File: src/rtl/bfd_consts.svh
`ifndef BFD_CONSTS_SVH
`define BFD_CONSTS_SVH

// ----------------------------------------
// register byte offsets inside one element, and the base of element two
// ----------------------------------------
`define BFD_OFS_CTRL 7'h00
`define BFD_OFS_PH_SUPV 7'h04
`define BFD_OFS_N_SUPV 7'h08
`define BFD_OFS_PH_HI 7'h0C
`define BFD_OFS_N_HI 7'h10
`define BFD_OFS_PH_LO 7'h14
`define BFD_OFS_N_LO 7'h18
`define BFD_OFS_DLY_EARLY 7'h1C
`define BFD_OFS_DLY_MAIN 7'h20
`define BFD_OFS_DLY_SLOW 7'h24
`define BFD_OFS_DLY_LOSET 7'h28
`define BFD_OFS_HOLD 7'h2C
`define BFD_OFS_STATUS 7'h30
`define BFD_OFS_ELEM2 7'h40

// ----------------------------------------
// register indices (offset / 4)
// ----------------------------------------
`define BFD_IDX_CTRL 4'h0
`define BFD_IDX_PH_SUPV 4'h1
`define BFD_IDX_N_SUPV 4'h2
`define BFD_IDX_PH_HI 4'h3
`define BFD_IDX_N_HI 4'h4
`define BFD_IDX_PH_LO 4'h5
`define BFD_IDX_N_LO 4'h6
`define BFD_IDX_DLY0 4'h7
`define BFD_IDX_HOLD 4'hB
`define BFD_IDX_STATUS 4'hC
`define BFD_NUM_CFG 12

// ----------------------------------------
// control and status field positions
// ----------------------------------------
`define BFD_CTRL_FUNC 0
`define BFD_CTRL_SINGLE_POLE 1
`define BFD_CTRL_SRC_LSB 2
`define BFD_CTRL_SRC_MSB 4
`define BFD_CTRL_AMP_SUPV 5
`define BFD_CTRL_SEAL 6
`define BFD_CTRL_EARLY 7
`define BFD_CTRL_MAIN 8
`define BFD_CTRL_SLOW 9
`define BFD_STAT_LED 7

// ----------------------------------------
// reset values and limits
// ----------------------------------------
`define BFD_RST_CTRL 16'h03E0
`define BFD_RST_THRESH 16'h041A
`define BFD_RST_DELAY 16'h0000
`define BFD_THR_MIN 16'h0001
`define BFD_THR_MAX 16'h7530
`define BFD_SRC_MAX 3'h5
`define BFD_NUM_SRC 6

// ----------------------------------------
// timing
// ----------------------------------------
`define BFD_CLK_PERIOD_NS 25
`define BFD_TICK_NS 1000000

`endif

File: src/rtl/bfd_pkg.sv
package bfd_pkg;

	// ----------------------------------------
	// carriers
	// ----------------------------------------
	typedef logic [15:0] bfd_amps_t;

	typedef struct packed {
		logic three_pole_initiate_in;
		logic scheme_block_in;
		logic fast_aux_contact_in;
		logic normal_aux_contact_in;
		logic out_of_service_in;
	} bfd_in_t;

	typedef struct packed {
		logic retrip;
		logic early_op;
		logic main_op;
		logic slow_op;
		logic fail;
		logic zone_trip;
		logic target;
		logic trip_led;
	} bfd_out_t;

	typedef enum logic [1:0] {
		BFD_BUS_IDLE = 2'b01,
		BFD_BUS_ACK = 2'b10
	} bfd_bus_st_t;

endpackage

File: src/rtl/bfd_top.sv
// The Avalon-MM slave port and the register offsets were decided locally.
`timescale 1ns/100ps
`include "bfd_consts.svh"
//
// Contract
// - mode selects three-pole or single-pole scheme
// - thresholds 0.001..30.000 pu, default 1.050
// - path delays 0..65.535 s in ms
// - two independent breaker failure elements
// - seal-in held only while current supervised
// - initiate direct or current supervised
// - re-trip immediately on initiation
// - three enabled timed paths declare failure
// - early path needs aux closed and current
// - main path ignores aux, needs current
// - path timeout enables high-set, then low-set
// - detectors evaluated only after path delay
// - slow path needs aux closed, in service
// - block input inhibits the whole scheme
// - zone trip held after declaration clears
// - status outputs for each path operation
// - target event and trip indicator on failure
// - current taken from one of six sources
// - separate low-set enable delay setting
// - separate trip hold period setting
module bfd_top #(
	parameter int TICK_CYCLES = `BFD_TICK_NS / `BFD_CLK_PERIOD_NS
) (
	// clock, reset, enable
	input wire logic clk_sys_i,
	input wire logic sys_rst_i,
	input wire logic ce_i,
	// avalon-mm slave
	input wire logic [6:0] avs_address_i,
	input wire logic avs_read_i,
	input wire logic avs_write_i,
	input wire logic [31:0] avs_writedata_i,
	input wire logic [3:0] avs_byteenable_i,
	output logic [31:0] avs_readdata_o,
	output logic avs_waitrequest_o,
	// measured currents per source, milli per unit
	input wire bfd_pkg::bfd_amps_t src_phase_i [`BFD_NUM_SRC],
	input wire bfd_pkg::bfd_amps_t src_neutral_i [`BFD_NUM_SRC],
	// element operands and outputs
	input wire bfd_pkg::bfd_in_t elem_in_i [2],
	output bfd_pkg::bfd_out_t elem_out_o [2]
);

	// ----------------------------------------
	// functions
	// ----------------------------------------
	function automatic logic over(input logic [15:0] amps, input logic [15:0] thr);
		over = amps >= thr;
	endfunction

	function automatic logic [15:0] fit(input logic [3:0] idx, input logic [15:0] val);
		logic [15:0] r;
		r = val;
		if (idx == `BFD_IDX_CTRL) begin
			if (val[`BFD_CTRL_SRC_MSB:`BFD_CTRL_SRC_LSB] > `BFD_SRC_MAX) begin
				r[`BFD_CTRL_SRC_MSB:`BFD_CTRL_SRC_LSB] = `BFD_SRC_MAX;
			end
			r[15:10] = 6'h00;
		end else if (idx <= `BFD_IDX_N_LO) begin
			if (val < `BFD_THR_MIN) begin
				r = `BFD_THR_MIN;
			end else if (val > `BFD_THR_MAX) begin
				r = `BFD_THR_MAX;
			end
		end
		fit = r;
	endfunction

	function automatic logic [15:0] merge(input logic [15:0] old, input logic [31:0] wd,
			input logic [3:0] be);
		merge = {be[1] ? wd[15:8] : old[15:8], be[0] ? wd[7:0] : old[7:0]};
	endfunction

	// ----------------------------------------
	// storage
	// ----------------------------------------
	logic [15:0] cfg_r [2][`BFD_NUM_CFG];
	bfd_pkg::bfd_bus_st_t bus_st_r;
	logic [31:0] rdata_r;
	logic [15:0] tick_cnt_r;
	logic tick_r;
	logic [15:0] tmr_r [2][4];
	logic [15:0] hold_r [2];
	logic seal_r [2];
	logic active_r [2];
	bfd_pkg::bfd_out_t out_r [2];

	logic inst_sel;
	logic [3:0] idx_sel;
	logic bus_req;
	logic stat_clr_led [2];

	assign inst_sel = avs_address_i[6];
	assign idx_sel = avs_address_i[5:2];
	assign bus_req = avs_read_i | avs_write_i;

	// ----------------------------------------
	// millisecond evaluation strobe
	// ----------------------------------------
	always_ff @(posedge clk_sys_i or posedge sys_rst_i) begin
		if (sys_rst_i) begin
			tick_cnt_r <= 16'h0000;
			tick_r <= 1'b0;
		end else if (ce_i) begin
			if (tick_cnt_r == 16'(TICK_CYCLES - 1)) begin
				tick_cnt_r <= 16'h0000;
				tick_r <= 1'b1;
			end else begin
				tick_cnt_r <= tick_cnt_r + 16'h0001;
				tick_r <= 1'b0;
			end
		end
	end

	// ----------------------------------------
	// per element combinational evaluation
	// ----------------------------------------
	logic blk [2];
	logic supv [2];
	logic hi_det [2];
	logic lo_det [2];
	logic init_ok [2];
	logic active [2];
	logic seal_nxt [2];
	logic tin [2][4];
	logic texp [2][4];
	logic cur_det [2];
	logic early_nxt [2];
	logic main_nxt [2];
	logic slow_nxt [2];
	logic fail_nxt [2];

	always_comb begin
		logic [15:0] ctl;
		logic three;
		logic [2:0] src;
		logic [15:0] ph;
		logic [15:0] nt;
		ctl = 16'h0000;
		three = 1'b0;
		src = 3'h0;
		ph = 16'h0000;
		nt = 16'h0000;
		for (int i = 0; i < 2; i++) begin
			ctl = cfg_r[i][`BFD_IDX_CTRL];
			three = ~ctl[`BFD_CTRL_SINGLE_POLE];
			src = ctl[`BFD_CTRL_SRC_MSB:`BFD_CTRL_SRC_LSB];
			ph = src_phase_i[src];
			nt = src_neutral_i[src];
			// neutral supervision only counts in the three-pole scheme
			supv[i] = over(ph, cfg_r[i][`BFD_IDX_PH_SUPV]) |
				(three & over(nt, cfg_r[i][`BFD_IDX_N_SUPV]));
			hi_det[i] = over(ph, cfg_r[i][`BFD_IDX_PH_HI]) |
				(three & over(nt, cfg_r[i][`BFD_IDX_N_HI]));
			lo_det[i] = over(ph, cfg_r[i][`BFD_IDX_PH_LO]) |
				(three & over(nt, cfg_r[i][`BFD_IDX_N_LO]));
			blk[i] = ~ctl[`BFD_CTRL_FUNC] | elem_in_i[i].scheme_block_in;
			init_ok[i] = elem_in_i[i].three_pole_initiate_in &
				(~ctl[`BFD_CTRL_AMP_SUPV] | supv[i]);
			seal_nxt[i] = ~blk[i] & ctl[`BFD_CTRL_SEAL] & supv[i] &
				(init_ok[i] | seal_r[i]);
			active[i] = ~blk[i] & (init_ok[i] | seal_r[i]);
			tin[i][0] = active[i] & ctl[`BFD_CTRL_EARLY] & elem_in_i[i].fast_aux_contact_in;
			tin[i][1] = active[i] & ctl[`BFD_CTRL_MAIN];
			tin[i][2] = active[i] & ctl[`BFD_CTRL_SLOW] &
				elem_in_i[i].normal_aux_contact_in & ~elem_in_i[i].out_of_service_in;
			for (int k = 0; k < 3; k++) begin
				texp[i][k] = tin[i][k] & (tmr_r[i][k] >= cfg_r[i][`BFD_IDX_DLY0 + k]);
			end
			tin[i][3] = texp[i][0] | texp[i][1];
			texp[i][3] = tin[i][3] & (tmr_r[i][3] >= cfg_r[i][`BFD_IDX_DLY0 + 3]);
			// detectors only matter once a path delay has run out
			cur_det[i] = tin[i][3] & (hi_det[i] | (texp[i][3] & lo_det[i]));
			early_nxt[i] = texp[i][0] & elem_in_i[i].fast_aux_contact_in & cur_det[i];
			main_nxt[i] = texp[i][1] & cur_det[i];
			slow_nxt[i] = texp[i][2];
			fail_nxt[i] = early_nxt[i] | main_nxt[i] | slow_nxt[i];
		end
	end

	// ----------------------------------------
	// path timers
	// ----------------------------------------
	always_ff @(posedge clk_sys_i or posedge sys_rst_i) begin
		if (sys_rst_i) begin
			for (int i = 0; i < 2; i++) begin
				for (int k = 0; k < 4; k++) begin
					tmr_r[i][k] <= 16'h0000;
				end
			end
		end else if (ce_i) begin
			for (int i = 0; i < 2; i++) begin
				for (int k = 0; k < 4; k++) begin
					if (!tin[i][k]) begin
						tmr_r[i][k] <= 16'h0000;
					end else if (tick_r && tmr_r[i][k] != 16'hFFFF) begin
						tmr_r[i][k] <= tmr_r[i][k] + 16'h0001;
					end
				end
			end
		end
	end

	// ----------------------------------------
	// initiate, seal-in and outputs
	// ----------------------------------------
	always_ff @(posedge clk_sys_i or posedge sys_rst_i) begin
		if (sys_rst_i) begin
			for (int i = 0; i < 2; i++) begin
				seal_r[i] <= 1'b0;
				active_r[i] <= 1'b0;
				hold_r[i] <= 16'h0000;
				out_r[i] <= '0;
			end
		end else if (ce_i) begin
			for (int i = 0; i < 2; i++) begin
				seal_r[i] <= seal_nxt[i];
				active_r[i] <= active[i];
				out_r[i].retrip <= active[i];
				out_r[i].target <= 1'b0;
				if (blk[i]) begin
					out_r[i].early_op <= 1'b0;
					out_r[i].main_op <= 1'b0;
					out_r[i].slow_op <= 1'b0;
					out_r[i].fail <= 1'b0;
					out_r[i].zone_trip <= 1'b0;
					hold_r[i] <= 16'h0000;
				end else if (tick_r) begin
					out_r[i].early_op <= early_nxt[i];
					out_r[i].main_op <= main_nxt[i];
					out_r[i].slow_op <= slow_nxt[i];
					out_r[i].fail <= fail_nxt[i];
					out_r[i].zone_trip <= fail_nxt[i] | (hold_r[i] != 16'h0000);
					if (fail_nxt[i]) begin
						hold_r[i] <= cfg_r[i][`BFD_IDX_HOLD];
					end else if (hold_r[i] != 16'h0000) begin
						hold_r[i] <= hold_r[i] - 16'h0001;
					end
					out_r[i].target <= fail_nxt[i] & ~out_r[i].fail;
				end
				// new declaration wins over a software clear
				if (tick_r && !blk[i] && fail_nxt[i]) begin
					out_r[i].trip_led <= 1'b1;
				end else if (stat_clr_led[i]) begin
					out_r[i].trip_led <= 1'b0;
				end
			end
		end
	end

	assign elem_out_o = out_r;

	// ----------------------------------------
	// avalon-mm slave
	// ----------------------------------------
	always_comb begin
		for (int i = 0; i < 2; i++) begin
			stat_clr_led[i] = (bus_st_r == bfd_pkg::BFD_BUS_ACK) && avs_write_i &&
				(inst_sel == 1'(i)) && (idx_sel == `BFD_IDX_STATUS) &&
				avs_byteenable_i[0] && avs_writedata_i[`BFD_STAT_LED];
		end
	end

	always_ff @(posedge clk_sys_i or posedge sys_rst_i) begin
		if (sys_rst_i) begin
			bus_st_r <= bfd_pkg::BFD_BUS_IDLE;
			rdata_r <= 32'h00000000;
		end else if (ce_i) begin
			case (bus_st_r)
				bfd_pkg::BFD_BUS_IDLE: begin
					if (bus_req) begin
						bus_st_r <= bfd_pkg::BFD_BUS_ACK;
						rdata_r <= 32'h00000000;
						if (avs_read_i && idx_sel < 4'(`BFD_NUM_CFG)) begin
							rdata_r <= {16'h0000, cfg_r[inst_sel][idx_sel]};
						end else if (avs_read_i && idx_sel == `BFD_IDX_STATUS) begin
							rdata_r <= {24'h000000, seal_r[inst_sel], out_r[inst_sel].trip_led,
								out_r[inst_sel].zone_trip, out_r[inst_sel].fail,
								out_r[inst_sel].slow_op, out_r[inst_sel].main_op,
								out_r[inst_sel].early_op, active_r[inst_sel]};
						end
					end
				end
				bfd_pkg::BFD_BUS_ACK: begin
					bus_st_r <= bfd_pkg::BFD_BUS_IDLE;
				end
				default: begin
					bus_st_r <= bfd_pkg::BFD_BUS_IDLE;
				end
			endcase
		end
	end

	always_ff @(posedge clk_sys_i or posedge sys_rst_i) begin
		if (sys_rst_i) begin
			for (int i = 0; i < 2; i++) begin
				cfg_r[i][`BFD_IDX_CTRL] <= `BFD_RST_CTRL;
				for (int k = 1; k <= 6; k++) begin
					cfg_r[i][k] <= `BFD_RST_THRESH;
				end
				for (int k = 7; k < `BFD_NUM_CFG; k++) begin
					cfg_r[i][k] <= `BFD_RST_DELAY;
				end
			end
		end else if (ce_i && bus_st_r == bfd_pkg::BFD_BUS_ACK && avs_write_i &&
				idx_sel < 4'(`BFD_NUM_CFG)) begin
			cfg_r[inst_sel][idx_sel] <= fit(idx_sel,
				merge(cfg_r[inst_sel][idx_sel], avs_writedata_i, avs_byteenable_i));
		end
	end

	assign avs_readdata_o = rdata_r;
	assign avs_waitrequest_o = bus_st_r[0];
endmodule

File: config.mk
export PLATFORM = sky130hd
export DESIGN_NAME = bfd_top
export DESIGN_NICKNAME = d
export VERILOG_FILES = /design/src/rtl/bfd_pkg.sv /design/src/rtl/bfd_top.sv
export VERILOG_INCLUDE_DIRS = /design/src /design/src/rtl
export SDC_FILE = /design/constraint.sdc
export NUM_CORES = 2
export LEC_CHECK = 0
export BUFFER_PORTS_ARGS = -buffer_cell sky130_fd_sc_hd__buf_2
export CELL_PAD_IN_SITES_DETAIL_PLACEMENT = 0
export CELL_PAD_IN_SITES_GLOBAL_PLACEMENT = 1
export CORE_AREA = 2 2 280 282
export DETAILED_ROUTE_END_ITERATION = 7
export DIE_AREA = 0 0 282 284
export PLACE_DENSITY_LB_ADDON = 0.1
export SKIP_CTS_REPAIR_TIMING = 1
export SLEW_MARGIN = 20
export SYNTH_ARGS = -nofsm -noshare
export SYNTH_HDL_FRONTEND = slang
export SYNTH_SLANG_ARGS = --single-unit
File: constraint.sdc
create_clock -name clk_sys_i -period 34.5 [get_ports clk_sys_i]
set_input_delay 1.725 -clock clk_sys_i [delete_from_list [all_inputs] [get_ports clk_sys_i]]
set_output_delay 1.725 -clock clk_sys_i [all_outputs]
set_load 0.01 [all_outputs]
# Word-level counts from Yosys, hierarchy flattened
# Cells that the tools add are included.
# Widths: inputs -> output; s select.
[word_totals] ramBits=0 ff_bits=613 mem_count=0 latchBits=0 romBits=0 wordCells=348
[classes] muxes=86 mul=0 n_div=0 eq_ne=21 n_shift=0 n_addsub=11 bitwise_logic=88 n_lt_le_gt_ge=31 reduce_logical=55
[ops] op="$mux 192" count=4
[ops] op="$mux 16" count=40
[ops] op="$bwmux 384" count=1
[ops] op="$ge 16x16->1" count=20
[ops] op="$bmux 16 s3" count=4
[ops] op="$demux 192 s1" count=1
[ops] op="$add 16x1->16 const B" count=9
[ops] op="$ne 16x16->1 const B" count=8
[ops] op="$bmux 16 s4" count=1
[ops] op="$demux 16 s4" count=1
[ops] op="$and 1x1->1" count=48
[ops] op="$reduce_bool 16->1" count=2
[ops] op="$sub 16x1->16 const B" count=2
[ops] op="$logic_and 1x1->1" count=28
[ops] op="$reduce_and 2->1" count=13
[ops] op="$mux 6" count=4
[ops] op="$mux 8" count=3
[ops] op="$or 1x1->1" count=23
[ops] op="$mux 7" count=3
[ops] op="$mux 5" count=4
[ops] op="$eq 16x16->1 const B" count=1
[ops] op="$gt 16x15->1 const B" count=1
[ops] op="$lt 16x1->1 const B" count=1
[ops] op="$ne 2x1->1 const B" count=8
[ops] op="24 further kinds" count=62

# Depth between registers and ports, before layout
[logic_depth] word_depth=25 ltp_mapped=18

# Worst setup path before layout
# OpenSTA, ideal clock, no wires.
[synth_timing] path_type="in2reg" start="input src_phase_i[41] (netlist bit)" end="register hold_r[17] (netlist bit)" arrival_time_ns=4.920 stages=13 setup_slack_ns=29.454 setup_time_ns=0.126 cell_sequence="mux4_2 -> nand2_1 -> o21ai_0 -> ha_1 -> and4_1 -> a211oi_1 -> a21oi_1 -> or4b_2 -> o221a_2 -> o21ai_1 -> buf_2 -> mux2i_1 -> o2bb2ai_1"
[synth_between] elab_chain_len=23 word_cells_on_any_way=37 cone_classes="order compare: 3; mux: 6; bitwise: 26; reduce/logical: 2"
[synth_lines] item="from (decl)" line="bfd_top.sv:42" text="input wire bfd_pkg::bfd_amps_t src_phase_i [`BFD_NUM_SRC],"
[synth_lines] item="$bmux 16 s3 (*)" line="bfd_top.sv:153" text="ph = src_phase_i[src];"
[synth_lines] item="$mux 16 (not written as such) (*) (2 in series)" line="bfd_top.sv:153"
[synth_lines] item="$ge 16x16->1" line="bfd_top.sv:53" text="over = amps >= thr;"
[synth_lines] item="$or 1x1->1" line="bfd_top.sv:156" text="supv[i] = over(ph, cfg_r[i][`BFD_IDX_PH_SUPV]) |"
[synth_lines] item="$or 1x1->1" line="bfd_top.sv:164" text="(~ctl[`BFD_CTRL_AMP_SUPV] | supv[i]);"
[synth_lines] item="$and 1x1->1" line="bfd_top.sv:163" text="init_ok[i] = elem_in_i[i].three_pole_initiate_in &"
[synth_lines] item="$or 1x1->1" line="bfd_top.sv:167" text="active[i] = ~blk[i] & (init_ok[i] | seal_r[i]);"
[synth_lines] item="$and 1x1->1" line="bfd_top.sv:167"
[synth_lines] item="[... 6 more ...]"
[synth_lines] item="$or 1x1->1" line="bfd_top.sv:178" text="cur_det[i] = tin[i][3] & (hi_det[i] | (texp[i][3] & lo_det[i]));"
[synth_lines] item="$and 1x1->1" line="bfd_top.sv:178"
[synth_lines] item="$and 1x1->1 (on tied branches)" line="bfd_top.sv:179, bfd_top.sv:180"
[synth_lines] item="$or 1x1->1" line="bfd_top.sv:182" text="fail_nxt[i] = early_nxt[i] | main_nxt[i] | slow_nxt[i];"
[synth_lines] item="$or 1x1->1 (*)" line="bfd_top.sv:182"
[synth_lines] item="$mux 16" line="bfd_top.sv:239" text="if (fail_nxt[i]) begin"
[synth_lines] item="$mux 16" line="bfd_top.sv:233" text="end else if (tick_r) begin"
[synth_lines] item="$mux 16" line="bfd_top.sv:226" text="if (blk[i]) begin"
[synth_lines] item="to (signal, indexed assignment)" line="bfd_top.sv:240" text="hold_r[i] <= cfg_r[i][`BFD_IDX_HOLD];"
[synth_lines] item="to (signal, indexed assignment)" line="bfd_top.sv:242" text="hold_r[i] <= hold_r[i] - 16'h0001;"
[synth_lines] item="to (decl)" line="bfd_top.sv:88" text="logic [15:0] hold_r [2];"
# Every way passes the cells marked *; elsewhere a longest branch is shown, timed or not. The select of a mux whose other input is x is not followed.
# A chain may end at the register's enable or synchronous reset.

# Final worst setup path
[layout_timing] start="input avs_address_i[6]" end="register cfg_r[118] (netlist bit)"
[layout_between] elab_chain_len=15 word_cells_on_any_way=22 cone_classes="order compare: 4; mux: 16; bitwise: 1; reduce/logical: 1"
[layout_lines] item="from (decl)" line="bfd_top.sv:34" text="input wire logic [6:0] avs_address_i,"
[layout_lines] item="$not 1->2 (not written as such) (*)" line="bfd_top.sv:312, bfd_top.sv:313"
[layout_lines] item="$mux 192 (not written as such) (3 in series)" line="bfd_top.sv:313" text="merge(cfg_r[inst_sel][idx_sel], avs_writedata_i, avs_byteenable_i));"
[layout_lines] item="$bmux 16 s4" line="bfd_top.sv:313"
[layout_lines] item="$mux 16 (not written as such) (2 in series)" line="bfd_top.sv:313"
[layout_lines] item="$mux 8" line="bfd_top.sv:76" text="merge = {be[1] ? wd[15:8] : old[15:8], be[0] ? wd[7:0] : old[7:0]};"
[layout_lines] item="$gt 16x15->1 (no source line)"
[layout_lines] item="$mux 16" line="bfd_top.sv:67" text="end else if (val > `BFD_THR_MAX) begin"
[layout_lines] item="$mux 16" line="bfd_top.sv:65" text="if (val < `BFD_THR_MIN) begin"
[layout_lines] item="$mux 16" line="bfd_top.sv:64" text="end else if (idx <= `BFD_IDX_N_LO) begin"
[layout_lines] item="$mux 5" line="bfd_top.sv:59" text="if (idx == `BFD_IDX_CTRL) begin"
[layout_lines] item="$mux 5" line="bfd_top.sv:310" text="end else if (ce_i && bus_st_r == bfd_pkg::BFD_BUS_ACK && avs_write_i &&"
[layout_lines] item="$bwmux 384 (*)" line="bfd_top.sv:312" text="cfg_r[inst_sel][idx_sel] <= fit(idx_sel,"
[layout_lines] item="to (signal, indexed assignment)" line="bfd_top.sv:304" text="cfg_r[i][k] <= `BFD_RST_THRESH;"
[layout_lines] item="to (signal, indexed assignment)" line="bfd_top.sv:307" text="cfg_r[i][k] <= `BFD_RST_DELAY;"
[layout_lines] item="to (signal, indexed assignment)" line="bfd_top.sv:312"
[layout_lines] item="to (decl)" line="bfd_top.sv:82" text="logic [15:0] cfg_r [2][`BFD_NUM_CFG];"
# Marks and branches as above.

==> impl_table.tex <==
\begin{tabular}{lr}
\hline
Metric & Value \\
\hline
\multicolumn{2}{l}{\textbf{Outcome}} \\
Result of the run & finished, violations left \\
Violated checks & design-rule violations \\
\multicolumn{2}{l}{\textbf{Logic synthesis}} \\
Count leader, synth & nand2\_1 \\
Distinct cells, synth & 96 \\
Summed instance area of the synthesized netlist & 39,130 µm² \\
Count of flip-flops with a built-in enable after synthesis & 0 \\
Cell type with the highest aggregate area in the netlist & dfrtp\_1 \\
Count of warnings emitted by yosys & 0 \\
Fraction of synthesized cell area taken by the top area cell type & 34.41\% \\
Ys flop type & dfrtp\_1 \\
Fraction of registers with async set/reset & 100.0\% \\
Synth Instances & 4,222 \\
Yosys reg bits & 597 \\
Post-Synthesis Mean Instance Area & 9.268 µm² \\
Area contributors post-synth & dfrtp\_1, ha\_1, mux4\_2 \\
Fraction of the yosys area taken by sequential cells & 38.37\% \\
List of most frequent post-synthesis cells & nand2\_1, dfrtp\_1, o21ai\_0 \\
\multicolumn{2}{l}{\textbf{Worst setup path}} \\
Worst path required time & 34.95 ns \\
Crit path capture type & flop \\
Cell type with the highest occurrence count on the critical path & a22oi\_1 \\
Cells traversed along the worst timing path & buf\_6, buf\_4, mux2i\_1, a22oi\_1, a21oi\_1, a211oi\_1, a22oi\_1, a2111oi\_4, nand2b\_2, or2\_1, o21ai\_0 \\
Crit path launch type & input pin \\
Peak per-stage delay on the critical path & 0.89 ns \\
Arrival time reported for the critical path endpoint & 7.26 ns \\
Critical-path cell with the highest stage delay & a211oi\_1 \\
Type of the worst setup path & input pin to flop \\
Reg2Reg Setup Slack & 28.20 ns \\
Worst-path fanout max & 67 \\
\multicolumn{2}{l}{\textbf{Route}} \\
Vias & 33.24k \\
Average detailed-routed wire length per instance & 24.92 µm \\
Number of remaining DRC errors & 4 \\
Count of nets left with antenna violations after detail routing & 0 \\
Drt first pass iters & 8 \\
Total detailed-routing wirelength & 136,700 µm \\
Iteration-0 DRC count of the detailed router & 3,471 \\
Vias per inst & 6.060 \\
\multicolumn{2}{l}{\textbf{Timing}} \\
Worst clock skew on the final layout & 0.02625 ns \\
Slew HR & 19.52\% \\
Final cycle utilization of the critical path & 19.74\% \\
Unrepaired setup endpoints after global routing & false \\
FMAX & 146.8 MHz \\
Fin. Hold Viols & 0 \\
Hold WS & 0.4625 ns \\
Final sum of negative setup slack & 0 ns \\
Final critical path time including I/O delays and setup & 6.812 ns \\
Final setup vio count & 0 \\
Final slew viol count & 0 \\
Pin slew with the least headroom to its limit & 1.195 ns \\
\multicolumn{2}{l}{\textbf{Placement}} \\
DP Wirelength & 103,100 µm \\
Placed cell count & 5,358 \\
Routability cong. & 0.9847 \\
Number of I/O port buffers & 262 \\
\multicolumn{2}{l}{\textbf{Layout}} \\
Sequential cell area & 15,020 µm² \\
Net count, final & 4,972 \\
Number of filler cells placed in the layout & 6,941 \\
Final non-filler cell total & 5,485 \\
Layout cells sized above 1 & 14.98\% \\
Area added between synthesis and finish & 11.17\% \\
Number of diodes added for antenna fixing & 0 \\
Footprint of the multi-input gates & 21,780 µm² \\
\multicolumn{2}{l}{\textbf{Clock network}} \\
TritonCTS clock tree & built \\
Total number of H-tree levels & 3 \\
Number of buffers created by CTS & 71 \\
CTS clk-pin slew, worst paths & 0.06 ns \\
Cell at the root of the clock tree & clkbuf\_16 \\
Clock insertion delay at the later pin of the skew report & 0.63 ns \\
CTS Sinks & 597 \\
Maximum clock insertion buffer count & 3 \\
\multicolumn{2}{l}{\textbf{Floorplan}} \\
Number of standard-cell rows in the floorplan & 102 \\
Placeable core region & 76,960 µm² \\
Die boundary width & 282 µm \\
Height of the chip & 284 µm \\
DIE AREA & 80,090 µm² \\
Number of top-level pins & 299 \\
Initial cell density of the core & 50.85\% \\
\multicolumn{2}{l}{\textbf{Power}} \\
P per Cell Area & 40.10 nW/µm² \\
Static Leakage & 19.03 nW \\
Largest voltage drop on the vdd net & 0.03712 mV \\
\multicolumn{2}{l}{\textbf{Global route}} \\
Number of antenna violations at the first check in global routing & 4 \\
Via count of the first global-routing pass & 31.11k \\
Overall fraction of global-route tracks in use & 34.24\% \\
Grt ovf & 0 \\
Maximum number of pins on one net before global-route repair & 154 \\
Global-route wire length before repair & 204,200 µm \\
\multicolumn{2}{l}{\textbf{Hold path}} \\
Worst min path class & flop to flop \\
\multicolumn{2}{l}{\textbf{Job}} \\
Number of maximum-capacitance constraint violations & 0 \\
\hline
\end{tabular}
[routing by layer]
metal | track usage (%) | up-vias | part of all wire [%]
met5 | 0 | - | 0.022
met3 | 7.698 | 229 | 9.6
li1 | - | 15390 | -
met2 | 48.27 | 1370 | 42
met1 | 52.11 | 16250 | 45
met4 | 9.907 | 4 | 3.2
[report_power, final]
group / switching [W] / internal [W] / total, W
Combinational: 0.000152 / 0.0000786 / 0.000231
Clock: 0.000314 / 0.000454 / 0.000768
Sequential: 0.0000237 / 0.000722 / 0.000745
[placed cells by master (no fill, tap or decap), drive strengths merged, types with 16 or more instances in the layout]
cell type	Yosys	layout
inv	348	351
nor2	271	271
o21ai	435	435
mux2i	195	195
mux2	17	17
a21oi	203	203
xor2	79	79
dfstp	59	59
a21o	62	62
dfrtp	538	538
nand4	81	81
nand2b	35	35
a22oi	29	29
buf	93	314
a211oi	25	25
nor2b	23	23
and3	25	25
or3	31	31
nand3	70	70
o21a	16	16
and2	19	19
clkbuf	140	106
conb	1	16
nor4	21	21
nand2	595	595
nor3	41	41
mux4	101	101
o22ai	34	34
xnor2	32	32
ha	331	331
o31ai	68	68
[metrics by stage]
stage / instance area (µm²) / setup slack [ns] / utilization [%] / total power (W)
2_1_floorplan: 39190 / 16.16 / - / 0.0008882
3_3_place_gp: 41120 / 27.38 / 53.44 / 0.0009795
3_5_place_dp: 41140 / 27.28 / 53.46 / 0.0009828
4_1_cts: 43490 / 27.91 / 56.51 / 0.001747
5_1_grt: 43500 / 27.75 / 56.52 / 0.001802
6_report: 43500 / 27.69 / 56.52 / 0.001744
[cell families after synthesis]
| family | share of synthesized area [%] |
|---|---|
| AND/OR/NAND/NOR | 14.26 |
| AO/OA/AOI/OAI | 16.61 |
| flip-flops | 38.37 |
| buffers and inverters | 6.319 |
| adder cells (fa/ha/maj) | 10.58 |
| multiplexers | 11.37 |
| XOR/XNOR | 2.485 |
| other | 0.009584 |
[critical path: cells and delay by family]
kind                   cells  cell delay (ns)
multiplexers               1             0.34
buffers and inverters      2             1.19
AO/OA/AOI/OAI              6             2.35
AND/OR/NAND/NOR            2             1.49
[worst paths after layout]
| path | from | endpoint | cells past startpoint |
|---|---|---|---|
| max | avs_address_i[6] | cfg_r[118] | 11 |
| min | cfg_r[292] | cfg_r[292] | 2 |
| max reg2reg | cfg_r[178] | hold_r[4] | 15 |
| min reg2reg | cfg_r[292] | cfg_r[292] | 2 |
| max in group asynchronous | sys_rst_i | tmr_r[26] | 5 |
| min in group asynchronous | sys_rst_i | cfg_r[179] | 2 |
[flip-flops by register name (all words and copies together) (netlist names)]
register        count
cfg_r             384
tmr_r             128
hold_r             32
avs_readdata_o     16
elem_out_o         16
tick_cnt_r         16
bus_st_r            2
seal_r              2
tick_r              1
[layout make-up]
type                            count  area share [%]
Clock buffer                      106           4.950
Clock inverter                     21          0.4459
Inverter                          349           3.029
Multi-Input combinational cell   3058           50.06
Sequential cell                   597           34.53
Tap cell                         1040           2.992
Timing Repair Buffer              314           3.990
Power figures use the tool's default switching activity.
